==> src/etc_pkg.sv <==
// Constants shared by the event timer compare block
`default_nettype none
package etc_pkg;
   // Register addresses on the serial port
   localparam logic [5:0]  ETC_ADR_MASK   = 6'h05;
   localparam logic [5:0]  ETC_ADR_CTRL_A = 6'h06;
   localparam logic [5:0]  ETC_ADR_CTRL_B = 6'h07;
   localparam logic [5:0]  ETC_ADR_CMP_HI = 6'h1b;
   localparam logic [5:0]  ETC_ADR_STREAM = 6'h23;
   localparam logic [5:0]  ETC_ADR_STATUS = 6'h24;
   localparam logic [5:0]  ETC_ADR_TIME_HI = 6'h26;
   localparam logic [5:0]  ETC_ADR_TIME_LO = 6'h27;
   localparam logic [5:0]  ETC_ADR_STEP   = 6'h02;
   // Status flag positions
   localparam int          ETC_FLG_CMP1   = 8;
   localparam int          ETC_FLG_CMP2   = 2;
   localparam int          ETC_FLG_CMP3   = 4;
   localparam int          ETC_FLG_CMP4   = 3;
   localparam int          ETC_FLG_WAKE   = 9;
   // Mask register fields
   localparam int          ETC_MSK_WAKE   = 4;
   localparam int          ETC_MSK_DEEP   = 8;
   // Control fields
   localparam int          ETC_CA_TRIG_EN = 7;
   localparam int          ETC_CA_OP_LSB  = 0;
   localparam int          ETC_CB_SLEEP   = 0;
   localparam int          ETC_CB_STREAM  = 1;
   localparam int          ETC_CB_RX_STRM = 2;
   localparam int          ETC_CB_TX_STRM = 3;
   localparam int          ETC_CMP_OFF    = 15;
   // Reset values
   localparam logic [15:0] ETC_RST_MASK   = 16'h0000;
   localparam logic [15:0] ETC_RST_CTRL   = 16'h0000;
   localparam logic [15:0] ETC_RST_FLAGS  = 16'h0000;
   localparam logic [23:0] ETC_RST_CMP    = 24'h000000;
   localparam logic [23:0] ETC_RST_COUNT  = 24'h000000;
   localparam logic        ETC_RST_OFF    = 1'b0;
   // Serial framing
   localparam int          ETC_HDR_BITS   = 8;
   localparam int          ETC_HDR_RD     = 7;
   localparam int          ETC_WORD_BITS  = 16;
   // Timer clock: count periods of the system clock per time step
   localparam int          ETC_TICK_DIV   = 1;

   typedef enum logic [2:0] {
      ETC_ST_IDLE = 3'b001,
      ETC_ST_HDR  = 3'b010,
      ETC_ST_DATA = 3'b100
   } etc_spi_st_t;
endpackage
`default_nettype wire

==> src/etc_event_timer_compare.sv <==
// Event timer comparators, status flags, sleep exit and timer trigger
//
// Notes on behaviour
// RULE_01: Enabled comparator match sets its flag: bits 8, 2, 4, 3.
// RULE_02: Flags hold until status read or comparator disable write.
// RULE_03: Mask bits 0 to 3 gate comparator flags onto interrupt pin.
// RULE_04: Enabled, set flag keeps interrupt active until status read clears it.
// RULE_05: Writing upper compare address inhibits match until lower word written.
// RULE_06: Host updates compare with two-word write from upper address.
// RULE_07: Reset leaves comparators enabled and all interrupt masks clear.
// RULE_08: Host disables comparators and reads status once after reset.
// RULE_09: Flag set on every enabled match; pin follows only when masked in.
// RULE_10: Enabled comparator matches again after each counter wrap.
// RULE_11: Writing sleep request bit 0 of control B enters sleep.
// RULE_12: Sleeping comparator two match wakes, sets bit 9, mask bit 4.
// RULE_13: Sleep wake match ignores comparator two disable bit.
// RULE_14: Attention pin or reset always ends sleep.
// RULE_15: Deep sleep bit 8 stops timer; only attention or reset wake.
// RULE_16: Trigger enable bit 7 starts sequence on trigger match.
// RULE_17: Packet mode uses comparator two; stream uses low 16 bits.
// RULE_18: Stream trigger works only while comparator two is enabled.
// RULE_19: Trigger enable is a level; no clearing between operations.
// RULE_20: Host arms with op enable pin low, then drives it high.
// RULE_21: Host loads transmit length and data before trigger enable.
// RULE_22: Trigger start sets comparator two flag and its interrupt.
// RULE_23: Count is 24 bits, zero after reset, wraps after maximum.
// RULE_24: Disable write clears that comparator flag and its interrupt.
// RULE_25: Status read clears all flags and releases interrupt pin.
// RULE_26: One set event per matching count value, not repeated.
`default_nettype none
module etc_event_timer_compare
   import etc_pkg::*;
#(
   parameter int TICK_DIV = ETC_TICK_DIV
) (
   input  wire logic        sys_clk,
   input  wire logic        reset,
   input  wire logic        clk_en,
   input  wire logic        spi_clk,
   input  wire logic        spi_sel_n,
   input  wire logic        spi_mosi,
   input  wire logic        attn_n,
   input  wire logic        radio_op_enable_pin,
   output logic             spi_miso,
   output logic             spi_miso_oe,
   output logic             irq_n,
   output logic             sleeping,
   output logic             trig_start,
   output logic             trig_stream,
   output logic [1:0]       trig_op,
   output logic [23:0]      current_count
);

   function automatic logic [5:0] hi_adr(input int i);
      hi_adr = ETC_ADR_CMP_HI + 6'(2 * i);
   endfunction

   function automatic int flag_pos(input int i);
      case (i)
         0: flag_pos = ETC_FLG_CMP1;
         1: flag_pos = ETC_FLG_CMP2;
         2: flag_pos = ETC_FLG_CMP3;
         default: flag_pos = ETC_FLG_CMP4;
      endcase
   endfunction

   // Pin synchronisers; first stage feeds only the second
   logic [2:0]  sck_s;
   logic [1:0]  sel_s;
   logic [1:0]  mosi_s;
   logic [1:0]  attn_s;
   logic [1:0]  rxtx_s;

   etc_spi_st_t state_r;
   logic [3:0]  bit_cnt_r;
   logic [15:0] rx_sr_r;
   logic [15:0] tx_sr_r;
   logic [5:0]  addr_r;
   logic        rd_mode_r;

   logic [15:0] mask_r;
   logic [15:0] ctrl_a_r;
   logic [15:0] ctrl_b_r;
   logic [15:0] stream_val_r;
   logic [15:0] flag_r;
   logic [15:0] flag_nxt;
   logic [23:0] cmp_val_r [4];
   logic [3:0]  cmp_off_r;
   logic [3:0]  inhibit_r;
   logic        deep_r;
   logic [23:0] cur_r;
   logic        fresh_r;
   logic [15:0] tick_r;
   logic        trig_start_r;
   logic        trig_stream_r;
   logic [1:0]  trig_op_r;

   // Serial decode
   wire         sel_act    = ~sel_s[1];
   wire         sck_rise   = sck_s[1] & ~sck_s[2];
   wire [15:0]  rx_word    = {rx_sr_r[14:0], mosi_s[1]};
   wire         hdr_done   = (state_r == ETC_ST_HDR) & sck_rise &
                             (bit_cnt_r == 4'(ETC_HDR_BITS - 1));
   wire         word_done  = (state_r == ETC_ST_DATA) & sck_rise &
                             (bit_cnt_r == 4'(ETC_WORD_BITS - 1));
   wire         word_start = hdr_done | word_done;
   wire [5:0]   next_addr  = hdr_done ? rx_word[5:0] : addr_r + 6'h01;
   wire         next_rd    = hdr_done ? rx_word[ETC_HDR_RD] : rd_mode_r;
   wire         rd_load    = word_start & next_rd;
   wire         status_rd  = rd_load & (next_addr == ETC_ADR_STATUS);
   wire         wr_strobe  = word_done & ~rd_mode_r;
   wire         wr_new     = word_start & ~next_rd;
   wire         wr_ctrl_b  = wr_strobe & (addr_r == ETC_ADR_CTRL_B);

   // Timer and comparators
   wire         timer_run  = ~(sleeping & deep_r); // RULE_15
   wire         step       = timer_run & (tick_r == 16'(TICK_DIV - 1));
   wire         attn_act   = ~attn_s[1];
   wire         stream_md  = ctrl_b_r[ETC_CB_STREAM];
   logic [3:0]  cmp_eq;
   logic [3:0]  cmp_hit;
   logic [3:0]  off_wr;
   logic [15:0] rd_mux;
   logic [15:0] irq_en;

   always_comb begin
      for (int i = 0; i < 4; i++) begin
         // Only the cycle after a step may match, so a held count
         // cannot set a flag twice
         cmp_eq[i]  = fresh_r & ~inhibit_r[i] &
                      (cur_r == cmp_val_r[i]); // RULE_05 RULE_26
         cmp_hit[i] = cmp_eq[i] & ~cmp_off_r[i]; // RULE_01 RULE_10
         off_wr[i]  = wr_strobe & (addr_r == hi_adr(i)) &
                      rx_word[ETC_CMP_OFF];
      end
   end

   wire wake_hit = sleeping & ~deep_r & cmp_eq[1]; // RULE_12 RULE_13
   wire strm_hit = fresh_r & ~cmp_off_r[1] &
                   (cur_r[15:0] == stream_val_r); // RULE_17 RULE_18
   wire trig_src = stream_md ? strm_hit : cmp_hit[1]; // RULE_17
   wire trig_hit = ctrl_a_r[ETC_CA_TRIG_EN] & rxtx_s[1] &
                   ~sleeping & trig_src; // RULE_16 RULE_19

   always_comb begin
      logic [15:0] set_v;
      logic [15:0] clr_v;
      set_v = 16'h0000;
      clr_v = status_rd ? 16'hffff : 16'h0000; // RULE_25
      for (int i = 0; i < 4; i++) begin
         set_v[flag_pos(i)] = cmp_hit[i]; // RULE_09
         if (off_wr[i]) begin
            clr_v[flag_pos(i)] = 1'b1; // RULE_24
         end
      end
      set_v[ETC_FLG_CMP2] = cmp_hit[1] | trig_hit; // RULE_22
      set_v[ETC_FLG_WAKE] = wake_hit;
      // A new event in the clearing cycle survives
      flag_nxt = (flag_r & ~clr_v) | set_v; // RULE_02
   end

   always_comb begin
      irq_en = 16'h0000;
      for (int i = 0; i < 4; i++) begin
         irq_en[flag_pos(i)] = mask_r[i]; // RULE_03
      end
      irq_en[ETC_FLG_WAKE] = mask_r[ETC_MSK_WAKE]; // RULE_12
   end

   always_comb begin
      rd_mux = 16'h0000;
      case (next_addr)
         ETC_ADR_MASK:    rd_mux = mask_r;
         ETC_ADR_CTRL_A:  rd_mux = ctrl_a_r;
         ETC_ADR_CTRL_B:  rd_mux = ctrl_b_r;
         ETC_ADR_STREAM:  rd_mux = stream_val_r;
         ETC_ADR_STATUS:  rd_mux = flag_r;
         ETC_ADR_TIME_HI: rd_mux = {8'h00, cur_r[23:16]};
         ETC_ADR_TIME_LO: rd_mux = cur_r[15:0];
         default: begin
            for (int i = 0; i < 4; i++) begin
               if (next_addr == hi_adr(i)) begin
                  rd_mux = {cmp_off_r[i], 7'h00, cmp_val_r[i][23:16]};
               end
               if (next_addr == hi_adr(i) + ETC_ADR_STEP - 6'h01) begin
                  rd_mux = cmp_val_r[i][15:0];
               end
            end
         end
      endcase
   end

   assign spi_miso      = tx_sr_r[15];
   assign spi_miso_oe   = sel_act & rd_mode_r & (state_r == ETC_ST_DATA);
   assign irq_n         = ~|(flag_r & irq_en); // RULE_04
   assign sleeping      = ctrl_b_r[ETC_CB_SLEEP];
   assign trig_start    = trig_start_r;
   assign trig_stream   = trig_stream_r;
   assign trig_op       = trig_op_r;
   assign current_count = cur_r;

   always_ff @(posedge sys_clk) begin
      if (reset) begin
         sck_s  <= 3'h0;
         sel_s  <= 2'h3;
         mosi_s <= 2'h0;
         attn_s <= 2'h3;
         rxtx_s <= 2'h0;
      end else if (clk_en) begin
         sck_s  <= {sck_s[1:0], spi_clk};
         sel_s  <= {sel_s[0], spi_sel_n};
         mosi_s <= {mosi_s[0], spi_mosi};
         attn_s <= {attn_s[0], attn_n};
         rxtx_s <= {rxtx_s[0], radio_op_enable_pin};
      end
   end

   // Serial engine: sample and shift on the rising link clock edge,
   // well after the host has sampled the previous output bit
   always_ff @(posedge sys_clk) begin
      if (reset) begin
         state_r   <= ETC_ST_IDLE;
         bit_cnt_r <= 4'h0;
         rx_sr_r   <= 16'h0000;
         tx_sr_r   <= 16'h0000;
         addr_r    <= 6'h00;
         rd_mode_r <= 1'b0;
      end else if (clk_en) begin
         if (!sel_act) begin
            state_r <= ETC_ST_IDLE;
         end else begin
            unique case (state_r)
               ETC_ST_IDLE: begin
                  state_r   <= ETC_ST_HDR;
                  bit_cnt_r <= 4'h0;
               end
               ETC_ST_HDR, ETC_ST_DATA: begin
                  if (sck_rise) begin
                     rx_sr_r   <= rx_word;
                     bit_cnt_r <= hdr_done ? 4'h0 : bit_cnt_r + 4'h1;
                     tx_sr_r   <= {tx_sr_r[14:0], 1'b0};
                  end
                  if (hdr_done) begin
                     state_r <= ETC_ST_DATA;
                  end
               end
            endcase
         end
         if (word_start) begin
            addr_r    <= next_addr;
            rd_mode_r <= next_rd;
         end
         if (rd_load) begin
            tx_sr_r <= rd_mux;
         end
      end
   end

   always_ff @(posedge sys_clk) begin
      if (reset) begin
         mask_r       <= ETC_RST_MASK; // RULE_07
         ctrl_a_r     <= ETC_RST_CTRL;
         stream_val_r <= ETC_RST_CMP[15:0];
      end else if (clk_en && wr_strobe) begin
         case (addr_r)
            ETC_ADR_MASK:   mask_r       <= rx_word;
            ETC_ADR_CTRL_A: ctrl_a_r     <= rx_word;
            ETC_ADR_STREAM: stream_val_r <= rx_word;
            default: ;
         endcase
      end
   end

   always_ff @(posedge sys_clk) begin
      for (int i = 0; i < 4; i++) begin
         if (reset) begin
            cmp_val_r[i] <= ETC_RST_CMP;
            cmp_off_r[i] <= ETC_RST_OFF; // RULE_07
            inhibit_r[i] <= 1'b0;
         end else if (clk_en) begin
            if (wr_strobe && addr_r == hi_adr(i)) begin
               cmp_val_r[i][23:16] <= rx_word[7:0];
               cmp_off_r[i]        <= rx_word[ETC_CMP_OFF];
            end
            if (wr_strobe &&
                addr_r == hi_adr(i) + ETC_ADR_STEP - 6'h01) begin
               cmp_val_r[i][15:0] <= rx_word;
               inhibit_r[i]       <= 1'b0; // RULE_05
            end
            if (wr_new && next_addr == hi_adr(i)) begin
               inhibit_r[i] <= 1'b1; // RULE_05
            end
         end
      end
   end

   // Sleep control; a wake clears the request bit so software sees idle
   always_ff @(posedge sys_clk) begin
      if (reset) begin
         ctrl_b_r <= ETC_RST_CTRL; // RULE_14
         deep_r   <= 1'b0;
      end else if (clk_en) begin
         if (wr_ctrl_b) begin
            ctrl_b_r <= rx_word; // RULE_11
            if (rx_word[ETC_CB_SLEEP] && !sleeping) begin
               deep_r <= mask_r[ETC_MSK_DEEP]; // RULE_15
            end
         end
         if (sleeping && (wake_hit || attn_act)) begin
            ctrl_b_r[ETC_CB_SLEEP] <= 1'b0; // RULE_12 RULE_14
            deep_r                 <= 1'b0;
         end
      end
   end

   always_ff @(posedge sys_clk) begin
      if (reset) begin
         cur_r   <= ETC_RST_COUNT; // RULE_23
         tick_r  <= 16'h0000;
         fresh_r <= 1'b0;
         flag_r  <= ETC_RST_FLAGS;
      end else if (clk_en) begin
         fresh_r <= step;
         flag_r  <= flag_nxt;
         if (timer_run) begin
            tick_r <= step ? 16'h0000 : tick_r + 16'h0001;
         end
         if (step) begin
            cur_r <= cur_r + 24'h000001; // RULE_23
         end
      end
   end

   always_ff @(posedge sys_clk) begin
      if (reset) begin
         trig_start_r  <= 1'b0;
         trig_stream_r <= 1'b0;
         trig_op_r     <= 2'h0;
      end else if (clk_en) begin
         trig_start_r <= trig_hit; // RULE_16
         if (trig_hit) begin
            trig_stream_r <= stream_md;
            trig_op_r     <= stream_md ?
               {ctrl_b_r[ETC_CB_TX_STRM], ctrl_b_r[ETC_CB_RX_STRM]} :
               ctrl_a_r[ETC_CA_OP_LSB +: 2];
         end
      end
   end

endmodule
`default_nettype wire

==> config.mk <==
export PLATFORM = sky130hd
export DESIGN_NAME = etc_event_timer_compare
export DESIGN_NICKNAME = d
export VERILOG_FILES = /design/src/etc_pkg.sv /design/src/etc_event_timer_compare.sv
export SDC_FILE = /design/constraint.sdc
export NUM_CORES = 1
export LEC_CHECK = 0
export BUFFER_PORTS_ARGS = -buffer_cell sky130_fd_sc_hd__clkbuf_2
export CAP_MARGIN = 20
export CELL_PAD_IN_SITES_DETAIL_PLACEMENT = 1
export CELL_PAD_IN_SITES_GLOBAL_PLACEMENT = 2
export CORE_ASPECT_RATIO = 1.2
export CORE_MARGIN = 2
export CORE_UTILIZATION = 43
export CTS_CLUSTER_SIZE = 24
export DETAILED_ROUTE_END_ITERATION = 10
export GPL_TIMING_DRIVEN = 1
export PLACE_DENSITY = 0.85
export SLEW_MARGIN = 10
export SYNTH_ARGS = -nofsm -noshare
export SYNTH_HDL_FRONTEND = slang
export SYNTH_SLANG_ARGS = --single-unit
==> constraint.sdc <==
create_clock -name sys_clk -period 6.9 [get_ports sys_clk]
set_input_delay 0.69 -clock sys_clk [delete_from_list [all_inputs] [get_ports sys_clk]]
set_output_delay 0.69 -clock sys_clk [all_outputs]
set_load 0.01 [all_outputs]
---- Word-level counts from Yosys, hierarchy flattened ----
Memory sizes are Yosys's and may differ from the RTL's.
Index checks and enable logic that the tools add are counted.
storage, ports and cells
  flip-flop bits (word level) ............. 190
  RAM bits ................................ 96
  input bits .............................. 8
  output and inout bits ................... 32
  word-level logic and storage cells ...... 311
  memories ................................ 1
cells by class
  add/subtract/negate cells ............... 4
  order comparisons ....................... 8
  equal/unequal tests ..................... 40
  multiplexer cells ....................... 96
  bitwise logic cells ..................... 75
  reductions and logical operators ........ 55
memory list
  memory     depth  bits a word  rd ports  clocked after Yosys merged registers in  wr ports  RTL line                       text
  cmp_val_r  4      24           4         0                                        4         etc_event_timer_compare.sv:87  logic [23:0] cmp_val_r [4];
operator list
  cell                                                                                   count
  16-bit 2-to-1 mux                                                                      22
  32-bit by 1-bit greater-or-equal comparator with 1-bit output (second input constant)  4
  32-bit by 6-bit less-than comparator with 1-bit output (second input constant)         4
  32-bit 2-to-1 mux                                                                      4
  16-bit case mux with 7 select lines                                                    1
  24-bit == test                                                                         4
  6-bit == test (second input constant)                                                  11
  16-bit bitwise OR                                                                      4
  6-bit by 5-bit == test with 1-bit output (second input constant)                       10
  1-bit 2-to-1 mux                                                                       53
  1-bit bitwise AND                                                                      41
  6-bit by 3-bit == test with 1-bit output (second input constant)                       6
  2-bit AND reduction                                                                    18
  8-bit 2-to-1 mux                                                                       4
  24-bit by 1-bit adder with 24-bit output (second input constant)                       1
  1-bit logical AND                                                                      19
  16-bit by 1-bit adder with 16-bit output (second input constant)                       1
  16-bit by 10-bit bitwise AND with 16-bit output                                        1
  16-bit bitwise AND                                                                     1
  1-bit demux with 4-bit select                                                          4
  16-bit == test                                                                         1
  16-bit logical NOT                                                                     1
  1-bit inverter                                                                         16
  16-bit inverter                                                                        1
  other kinds (25)                                                                       46

---- Longest topological paths before layout ----
Gate-level depths: netlist of the first run.
  depth after elaboration ................. 23
  mapped depth ............................ 12
  gate-level depth less buffers ........... 9

---- Least setup slack after synthesis of the first run ----
No wires, ideal clock.
  kind .................................... register to register
  from .................................... register bit_cnt_r[0]
  to ...................................... memory cmp_val_r[0][0], enable pin
  setup time .............................. 0.394 ns
  data arrival time ....................... 2.558 ns
  required time ........................... 6.506 ns
  setup slack ............................. 3.948 ns
  stages on the path, launching flop included .. 8
  path buffers ............................ 1
  period minus slack after synthesis ...... 2.952 ns
  path through ............................ dfxtp_1 > ha_1 > and4b_1 > buf_2 > nand2_1 > nor3_1 > nand2_1 > o21bai_1
RTL lines
  item                    RTL line                        text
  start, declared         etc_event_timer_compare.sv:75   logic [3:0] bit_cnt_r;
  start signal, assigned  etc_event_timer_compare.sv:240  bit_cnt_r <= hdr_done ? 4'h0 : bit_cnt_r + 4'h1;
  end, declared           etc_event_timer_compare.sv:87

---- Final worst setup path of the first run ----
  from .................................... register bit_cnt_r[0]
  to ...................................... register mask_r[15]
between the ends
  cells in the longest elaborated chain, start to end .. 5
RTL lines
  item                                  RTL line                        text
  4-bit == test                         etc_event_timer_compare.sv:105  (bit_cnt_r == 4'(ETC_WORD_BITS - 1));
  1-bit bitwise AND                     etc_event_timer_compare.sv:104  wire word_done = (state_r == ETC_ST_DATA) & sck_rise &
  1-bit bitwise AND                     etc_event_timer_compare.sv:111  wire wr_strobe = word_done & ~rd_mode_r;
  1-bit logical AND                     etc_event_timer_compare.sv:264  end else if (clk_en && wr_strobe) begin
  2-bit AND reduction (no source line)  -
  end signal, assigned                  etc_event_timer_compare.sv:266  ETC_ADR_MASK: mask_r <= rx_word;
  end, declared                         etc_event_timer_compare.sv:81   logic [15:0] mask_r;
No other way between the ends.
A chain may end at the register's enable or synchronous reset.

==> results of run 1 <==
## layer usage
layer / global-route usage, % / routed length (um)
met4: 19.0 / 3980
met1: 39.8 / 22800
met5: 0 / 0
met3: 4.82 / 4150
met2: 50.7 / 26500
## placed cells by master (no fill, tap or decap), drive strengths merged, types with 10 or more instances in the layout
| cell type | instances |
|---|---|
| nor2b | 14 |
| nand4 | 31 |
| nand3 | 56 |
| o21ai | 47 |
| mux2i | 36 |
| xnor2 | 73 |
| clkbuf | 85 |
| nor4 | 34 |
| buf | 44 |
| a21oi | 117 |
| nand2 | 188 |
| or3 | 10 |
| a22oi | 32 |
| nor2 | 117 |
| xor2 | 74 |
| a222oi | 10 |
| and2 | 107 |
| and3 | 21 |
| nor3 | 31 |
| o211ai | 13 |
| edfxtp | 96 |
| inv | 21 |
| clkinv | 13 |
| dfxtp | 190 |
| o22ai | 25 |
## flip-flops by register name (all words and copies together) (netlist names), 6 cells and up
signal and flops:
tx_sr_r 16, flag_r 16, current_count 24, rx_sr_r 15, ctrl_b_r 16, cmp_val_r 96, stream_val_r 16, addr_r 6
ctrl_a_r 16, tick_r 16, mask_r 16
## cell type report
class	count	area (um^2)
repair buffers	83	537
clock buffers	46	947
fillers	4010	17500
inverters	22	82.6
well taps	456	571
clock inverters	15	173
multi-input cells	1210	7570
flip-flops and latches	286	6690
## final timing paths
kind                        to  slack [ns]  cells past startpoint
setup / recovery    mask_r[15]        3.06                      8
hold reg to reg   ctrl_b_r[11]        0.46                      2
setup reg to reg    mask_r[15]        3.06                      8
hold / removal       attn_s[0]        0.36                      2
## worst max-delay path, delay by kind of cell, from the launching register on
kind | cells | cell delay, ns
and+or+nand+nor | 6 | 2.77
DFF | 1 | 0.37
muxes | 1 | 0.30
adders and majority gates | 1 | 0.24
## metrics by stage
| stage | power, mW | area, um^2 | cells | hold slack (ns) | setup WS [ns] |
|---|---|---|---|---|---|
| after floorplan | 1.91 | 14900 | 1651 | 0.425 | 3.95 |
| after global placement | 1.96 | 15400 | 2054 | 0.440 | 3.13 |
| after detailed placement | 1.96 | 15400 | 2054 | 0.451 | 3.07 |
| after CTS | 3.79 | 16500 | 2115 | 0.344 | 3.04 |
| after global routing | 3.86 | 16600 | 2118 | 0.367 | 2.81 |
| final | 3.77 | 16600 | 2118 | 0.359 | 3.06 |
## logic make-up after synthesis
| family | after synthesis |
|---|---|
| compound gates | 361 |
| xor+xnor | 147 |
| fa+ha+maj | 8 |
| buf+inv | 155 |
| flops | 286 |
| mux | 40 |
| simple gates | 654 |
## power by group through the flow
stage	clock, mW	combinational (mW)	sequential [mW]
3_5_place_dp	0	0.114	1.85
4_1_cts	1.86	0.116	1.81
5_1_grt	1.93	0.124	1.81
3_3_place_gp	0	0.112	1.85
6_report	1.84	0.116	1.81
2_1_floorplan	0	0.0795	1.83
==> results.sh, run 1 <==
export IMPL_yosysTopAreaCell="dfxtp_1"
export IMPL_power_switching_mw=0.871
export IMPL_synth_top_cell_area_share_pct=25.6
export IMPL_vias=13200
export IMPL_hp_class="in2reg"
export IMPL_worstHoldStart="attn_n"
export IMPL_ys_top_cells_by_count="dfxtp_1 (190), nand2_1 (186), a21oi_1 (117), nor2_1 (116), clkbuf_1 (109)"
export IMPL_cpMostUsedCell="nand2_1"
export IMPL_synth_area_per_cell_um2=9.01
export IMPL_synth_top_family_by_area="simple AND/OR/NAND/NOR gates"
export IMPL_rows=74
export IMPL_synthAdderAreaFrac_pct=0.673
export IMPL_clkTransAtPathRegs_ns=0.06
export IMPL_arrival_ns=4.23
export IMPL_grt_overflow=0
export IMPL_clock_fmax_ghz=0.261
export IMPL_antenna_found_initial=2
export IMPL_dieWidth_um=174
export IMPL_critical_path_startpoint_type="register"
export IMPL_synth_area_top_cells="dfxtp_1 (26%), edfxtp_1 (19%), nand2_1 (4.7%), xor2_1 (4.4%), xnor2_1 (4.3%)"
export IMPL_finalCriticalPeriod_ns=3.84
export IMPL_cts_tree="built"
export IMPL_worst_pin_slew_ns=1.18
export IMPL_post_cts_resized=0
export IMPL_worst_clock_skew_ns=0.0261
export IMPL_power_leakage_nw=5.80
export IMPL_core_area_mm2=0.0341
export IMPL_switching_share_pct=23.1
export IMPL_p_seq_share_pct=48.1
export IMPL_nNetsFinal=1653
export IMPL_dp_hpwl_um=41300
export IMPL_ctsHoldBuffers=0
export IMPL_grt_usage_pct=31.5
export IMPL_rsz0062_at_grt="false"
export IMPL_ioPinCount=40
export IMPL_routed_wl_um=57400
export IMPL_crit_start="bit_cnt_r[0]"
export IMPL_grt_pass1_vias=13100
export IMPL_clock_power_share_pct=48.8
export IMPL_required_ns=7.29
export IMPL_setup_tns_final_ns=0
export IMPL_initial_core_util_pct=43.7
export IMPL_root_buffer="clkbuf_16"
export IMPL_ys_ff_latch=286
export IMPL_ys_warn_count=0
export IMPL_area_growth_pct=11.4
export IMPL_synth_xor_area_share_pct=8.66
export IMPL_power_density_mw_per_mm2=227
export IMPL_cts_setup_buffers=0
export IMPL_drv_cap=0
export IMPL_ys_seq_area_share_pct=45.0
export IMPL_clk_path_buf_depth=3
export IMPL_finalHoldViolCount=0
export IMPL_maxSlewViolCount=0
export IMPL_drive_gt1_share_pct=10.3
export IMPL_crit_type="reg2reg"
export IMPL_synth_nets=1667
export IMPL_synth_edf_count=96
export IMPL_cts_buffers=34
export IMPL_fin_util_pct=48.6
export IMPL_p_int_mw=2.89
export IMPL_max_stage_delay_ns=0.76
export IMPL_crit_fanout=19
export IMPL_synth_compound_area_share_pct=16.3
export IMPL_worstPathCellList="ha_1 -> and4b_1 -> nand2_1 -> nor3_1 -> and2_1 -> nand2_1 -> mux2i_1 -> nor2_1"
export IMPL_numClockSinks=286
export IMPL_finalWeightedCongestion=1.01
export IMPL_worst_setup_path_end_kind="register"
export IMPL_status="complete, no violations"
export IMPL_comb_power_share_pct=3.1
export IMPL_synth_mux_area_share_pct=2.73
export IMPL_htree_num_levels=2
export IMPL_ys_async_sr_fraction_pct=0
export IMPL_ys_types=79
export IMPL_portBuffers=39
export IMPL_drc_errors=0
export IMPL_cp_slowest_cell="and2_1"
export IMPL_drtIter0Drc=1164
export IMPL_grt_max_degree=109
export IMPL_worstReg2RegStart="bit_cnt_r[0]"
export IMPL_via_per_inst=6.22
export IMPL_setup_viol=0
export IMPL_ys_flop_type="dfxtp_1"
export IMPL_postSynthCellCount=1651
export IMPL_clkLatencyLatePin_ns=0.55
export IMPL_slew_headroom_pct=20.4
export IMPL_synth_area_mm2=0.0149
export IMPL_post_route_period_util_pct=55.6
export IMPL_dieArea_mm2=0.0361
export IMPL_route_antenna_remaining_nets=0
export IMPL_synth_most_common_cell="dfxtp_1"
export IMPL_yosys_area_share_simple_pct=22.5
export IMPL_n_antenna_cell=0
export IMPL_ir_worst_vdd_v=0.000172
export IMPL_dr_pass1_iters=6
export IMPL_die_h_um=208
export IMPL_wl_per_cell_um=27.1
export IMPL_grt_pass1_wl_um=85600
(Power assumes the default switching activity.)
==> run 2, diff against run 1 <==
CORE_UTILIZATION = 36   (was 43)
PLACE_DENSITY = 0.76   (was 0.85)
clock period = 3.4 ns   (was 6.9 ns; I/O delays follow)
==> run 2 against run 1 <==
Effect of this change: die area up 19%; wire length up 8.4%; utilization decreased by 6.5 points; register-to-register slack got worse by 3.1 ns; hold slack worse by 0.32 ns; critical endpoint is now flag_r[6].
==> results.sh, run 2 (synthesis results as in run 1) <==
export IMPL_rsz0062_at_grt="false"
export IMPL_grt_overflow=0
export IMPL_dp_hpwl_um=47000
export IMPL_ir_worst_vdd_v=0.000244
export IMPL_area_growth_pct=15.4
export IMPL_whs_ns=0.0386
export IMPL_clk_path_buf_depth=3
export IMPL_cts_tree="built"
export IMPL_worst_setup_path_end_kind="register"
export IMPL_finalHoldViolCount=0
export IMPL_route_antenna_remaining_nets=0
export IMPL_wl_per_cell_um=27.4
export IMPL_htree_num_levels=2
export IMPL_post_route_period_util_pct=99.6
export IMPL_numClockSinks=286
export IMPL_finalCriticalPeriod_ns=3.39
export IMPL_vias=13300
export IMPL_core_area_mm2=0.0407
export IMPL_grt_pass1_wl_um=91300
export IMPL_power_leakage_nw=6.12
export IMPL_crit_fanout=11
export IMPL_grt_pass1_vias=13500
export IMPL_die_h_um=227
export IMPL_dieWidth_um=190
export IMPL_fillCellCount=4719
export IMPL_nNetsFinal=1720
export IMPL_largest_reg_flops=96
export IMPL_grt_usage_pct=29.0
export IMPL_worst_pin_slew_ns=1.09
export IMPL_slew_headroom_pct=27.1
export IMPL_power_density_mw_per_mm2=440
export IMPL_portBuffers=39
export IMPL_grt_max_degree=106
export IMPL_arrival_ns=3.82
export IMPL_rows=81
export IMPL_dieArea_mm2=0.0430
export IMPL_required_ns=3.83
export IMPL_final_cell_mix="dfxtp_1 (190), nand2_1 (186), a21oi_1 (117)"
export IMPL_setup_tns_final_ns=0
export IMPL_via_per_inst=5.88
export IMPL_clkLatencyLatePin_ns=0.54
export IMPL_final_common_cell="dfxtp_1"
export IMPL_root_buffer="clkbuf_16"
export IMPL_regMostFlops="cmp_val_r"
export IMPL_hp_class="in2reg"
export IMPL_drc_errors=0
export IMPL_clkTransAtPathRegs_ns=0.06
export IMPL_setup_viol=0
export IMPL_initial_core_util_pct=36.5
export IMPL_drtIter0Drc=1079
export IMPL_clock_fmax_ghz=0.295
export IMPL_routed_wl_um=62200
export IMPL_ioPinCount=40
export IMPL_r2r_worst_path_cells=10
export IMPL_critical_path_startpoint_type="register"
export IMPL_crit_type="reg2reg"
export IMPL_status="complete, no violations"
export IMPL_drv_cap=0
export IMPL_cts_buffers=35
export IMPL_drive_gt1_share_pct=13.6
export IMPL_dr_pass1_iters=5
export IMPL_min_delay_path_depth=3
export IMPL_maxSlewViolCount=0
export IMPL_worst_clock_skew_ns=0.0111
export IMPL_finalWeightedCongestion=0.981
export IMPL_antenna_found_initial=1
[run 2: cell types whose count changed in the layout (fill, tap and decap cells not counted), moves of 2 or more]
cell	before	now
nor3_1	29	31
dlygate4sd3_1	0	2
bufinv_16	3	0
clkbuf_1	8	11
buf_4	42	105
clkinv_1	4	2
nor3_2	2	0
buf_12	0	3
[run 2: where the power goes]
group,internal [mW],switching [mW],total (mW)
clock,2.05,1.55,3.60
combinational,0.0865,0.169,0.256
sequential,3.60,0.0821,3.68
total,5.74,1.80,7.54
[run 2: worst max-delay path, stage by stage (launching register included)]
cell       delay, ns
dfxtp_1         0.31
ha_1            0.25
buf_4           0.18
xor2_1          0.13
a2bb2oi_1       0.21
buf_4           0.20
nor4_1          0.80
nor2_1          0.18
or3_1           0.55
nor2b_4         0.25
and2_4          0.20
[run 2: metrics by stage]
step / std cells / setup WS, ns / cell area (um^2) / utilization (%) / power [mW]
after detailed placement: 2204 / 0.0863 / 16100 / 39.4 / 4.01
after global routing: 2269 / 0.0752 / 17200 / 42.1 / 7.76
after global placement: 2204 / 0.0234 / 16100 / 39.4 / 4.00
after floorplan: 1651 / 0.448 / 14900 / - / 3.87
after CTS: 2269 / 0.0585 / 17200 / 42.1 / 7.61
final: 2270 / 0.0134 / 17200 / 42.1 / 7.54
[run 2: path summary, 6_finish.rpt]
kind | to | slack (ns) | start
max reg2reg | flag_r[6] | 0.01 | addr_r[0]
min | mosi_s[0] | 0.04 | spi_mosi
min reg2reg | mask_r[5] | 0.46 | mask_r[5]
max | flag_r[6] | 0.01 | addr_r[0]
[run 2: layout make-up]
type,count,area (um^2),area share (%)
Sequential cell,286,6690,39.0
Multi-Input combinational cell,1210,7560,44.1
Antenna cell,1,2.50,0.0146
Clock buffer,51,997,5.81
Timing Repair Buffer,149,1070,6.23
Clock inverter,12,83.8,0.489
Tap cell,539,674,3.93
Inverter,22,82.6,0.481
[run 2: layer usage]
metal / share of wire [%] / vias up / track usage [%]
met5: 0.021 / - / 0
met2: 48 / 450 / 50.2
met4: 5.8 / 2 / 15.1
met3: 5.4 / 159 / 3.59
li1: - / 6015 / -
met1: 40 / 6716 / 35.2
[run 2: what timing repair did]
action | CTS | global route
hold buffers | 2 | 0
resized for setup | 0 | 1
hold endpoints to repair | 2 | 0
setup buffers | 0 | 0
endpoints found under the setup margin | 0 | 1
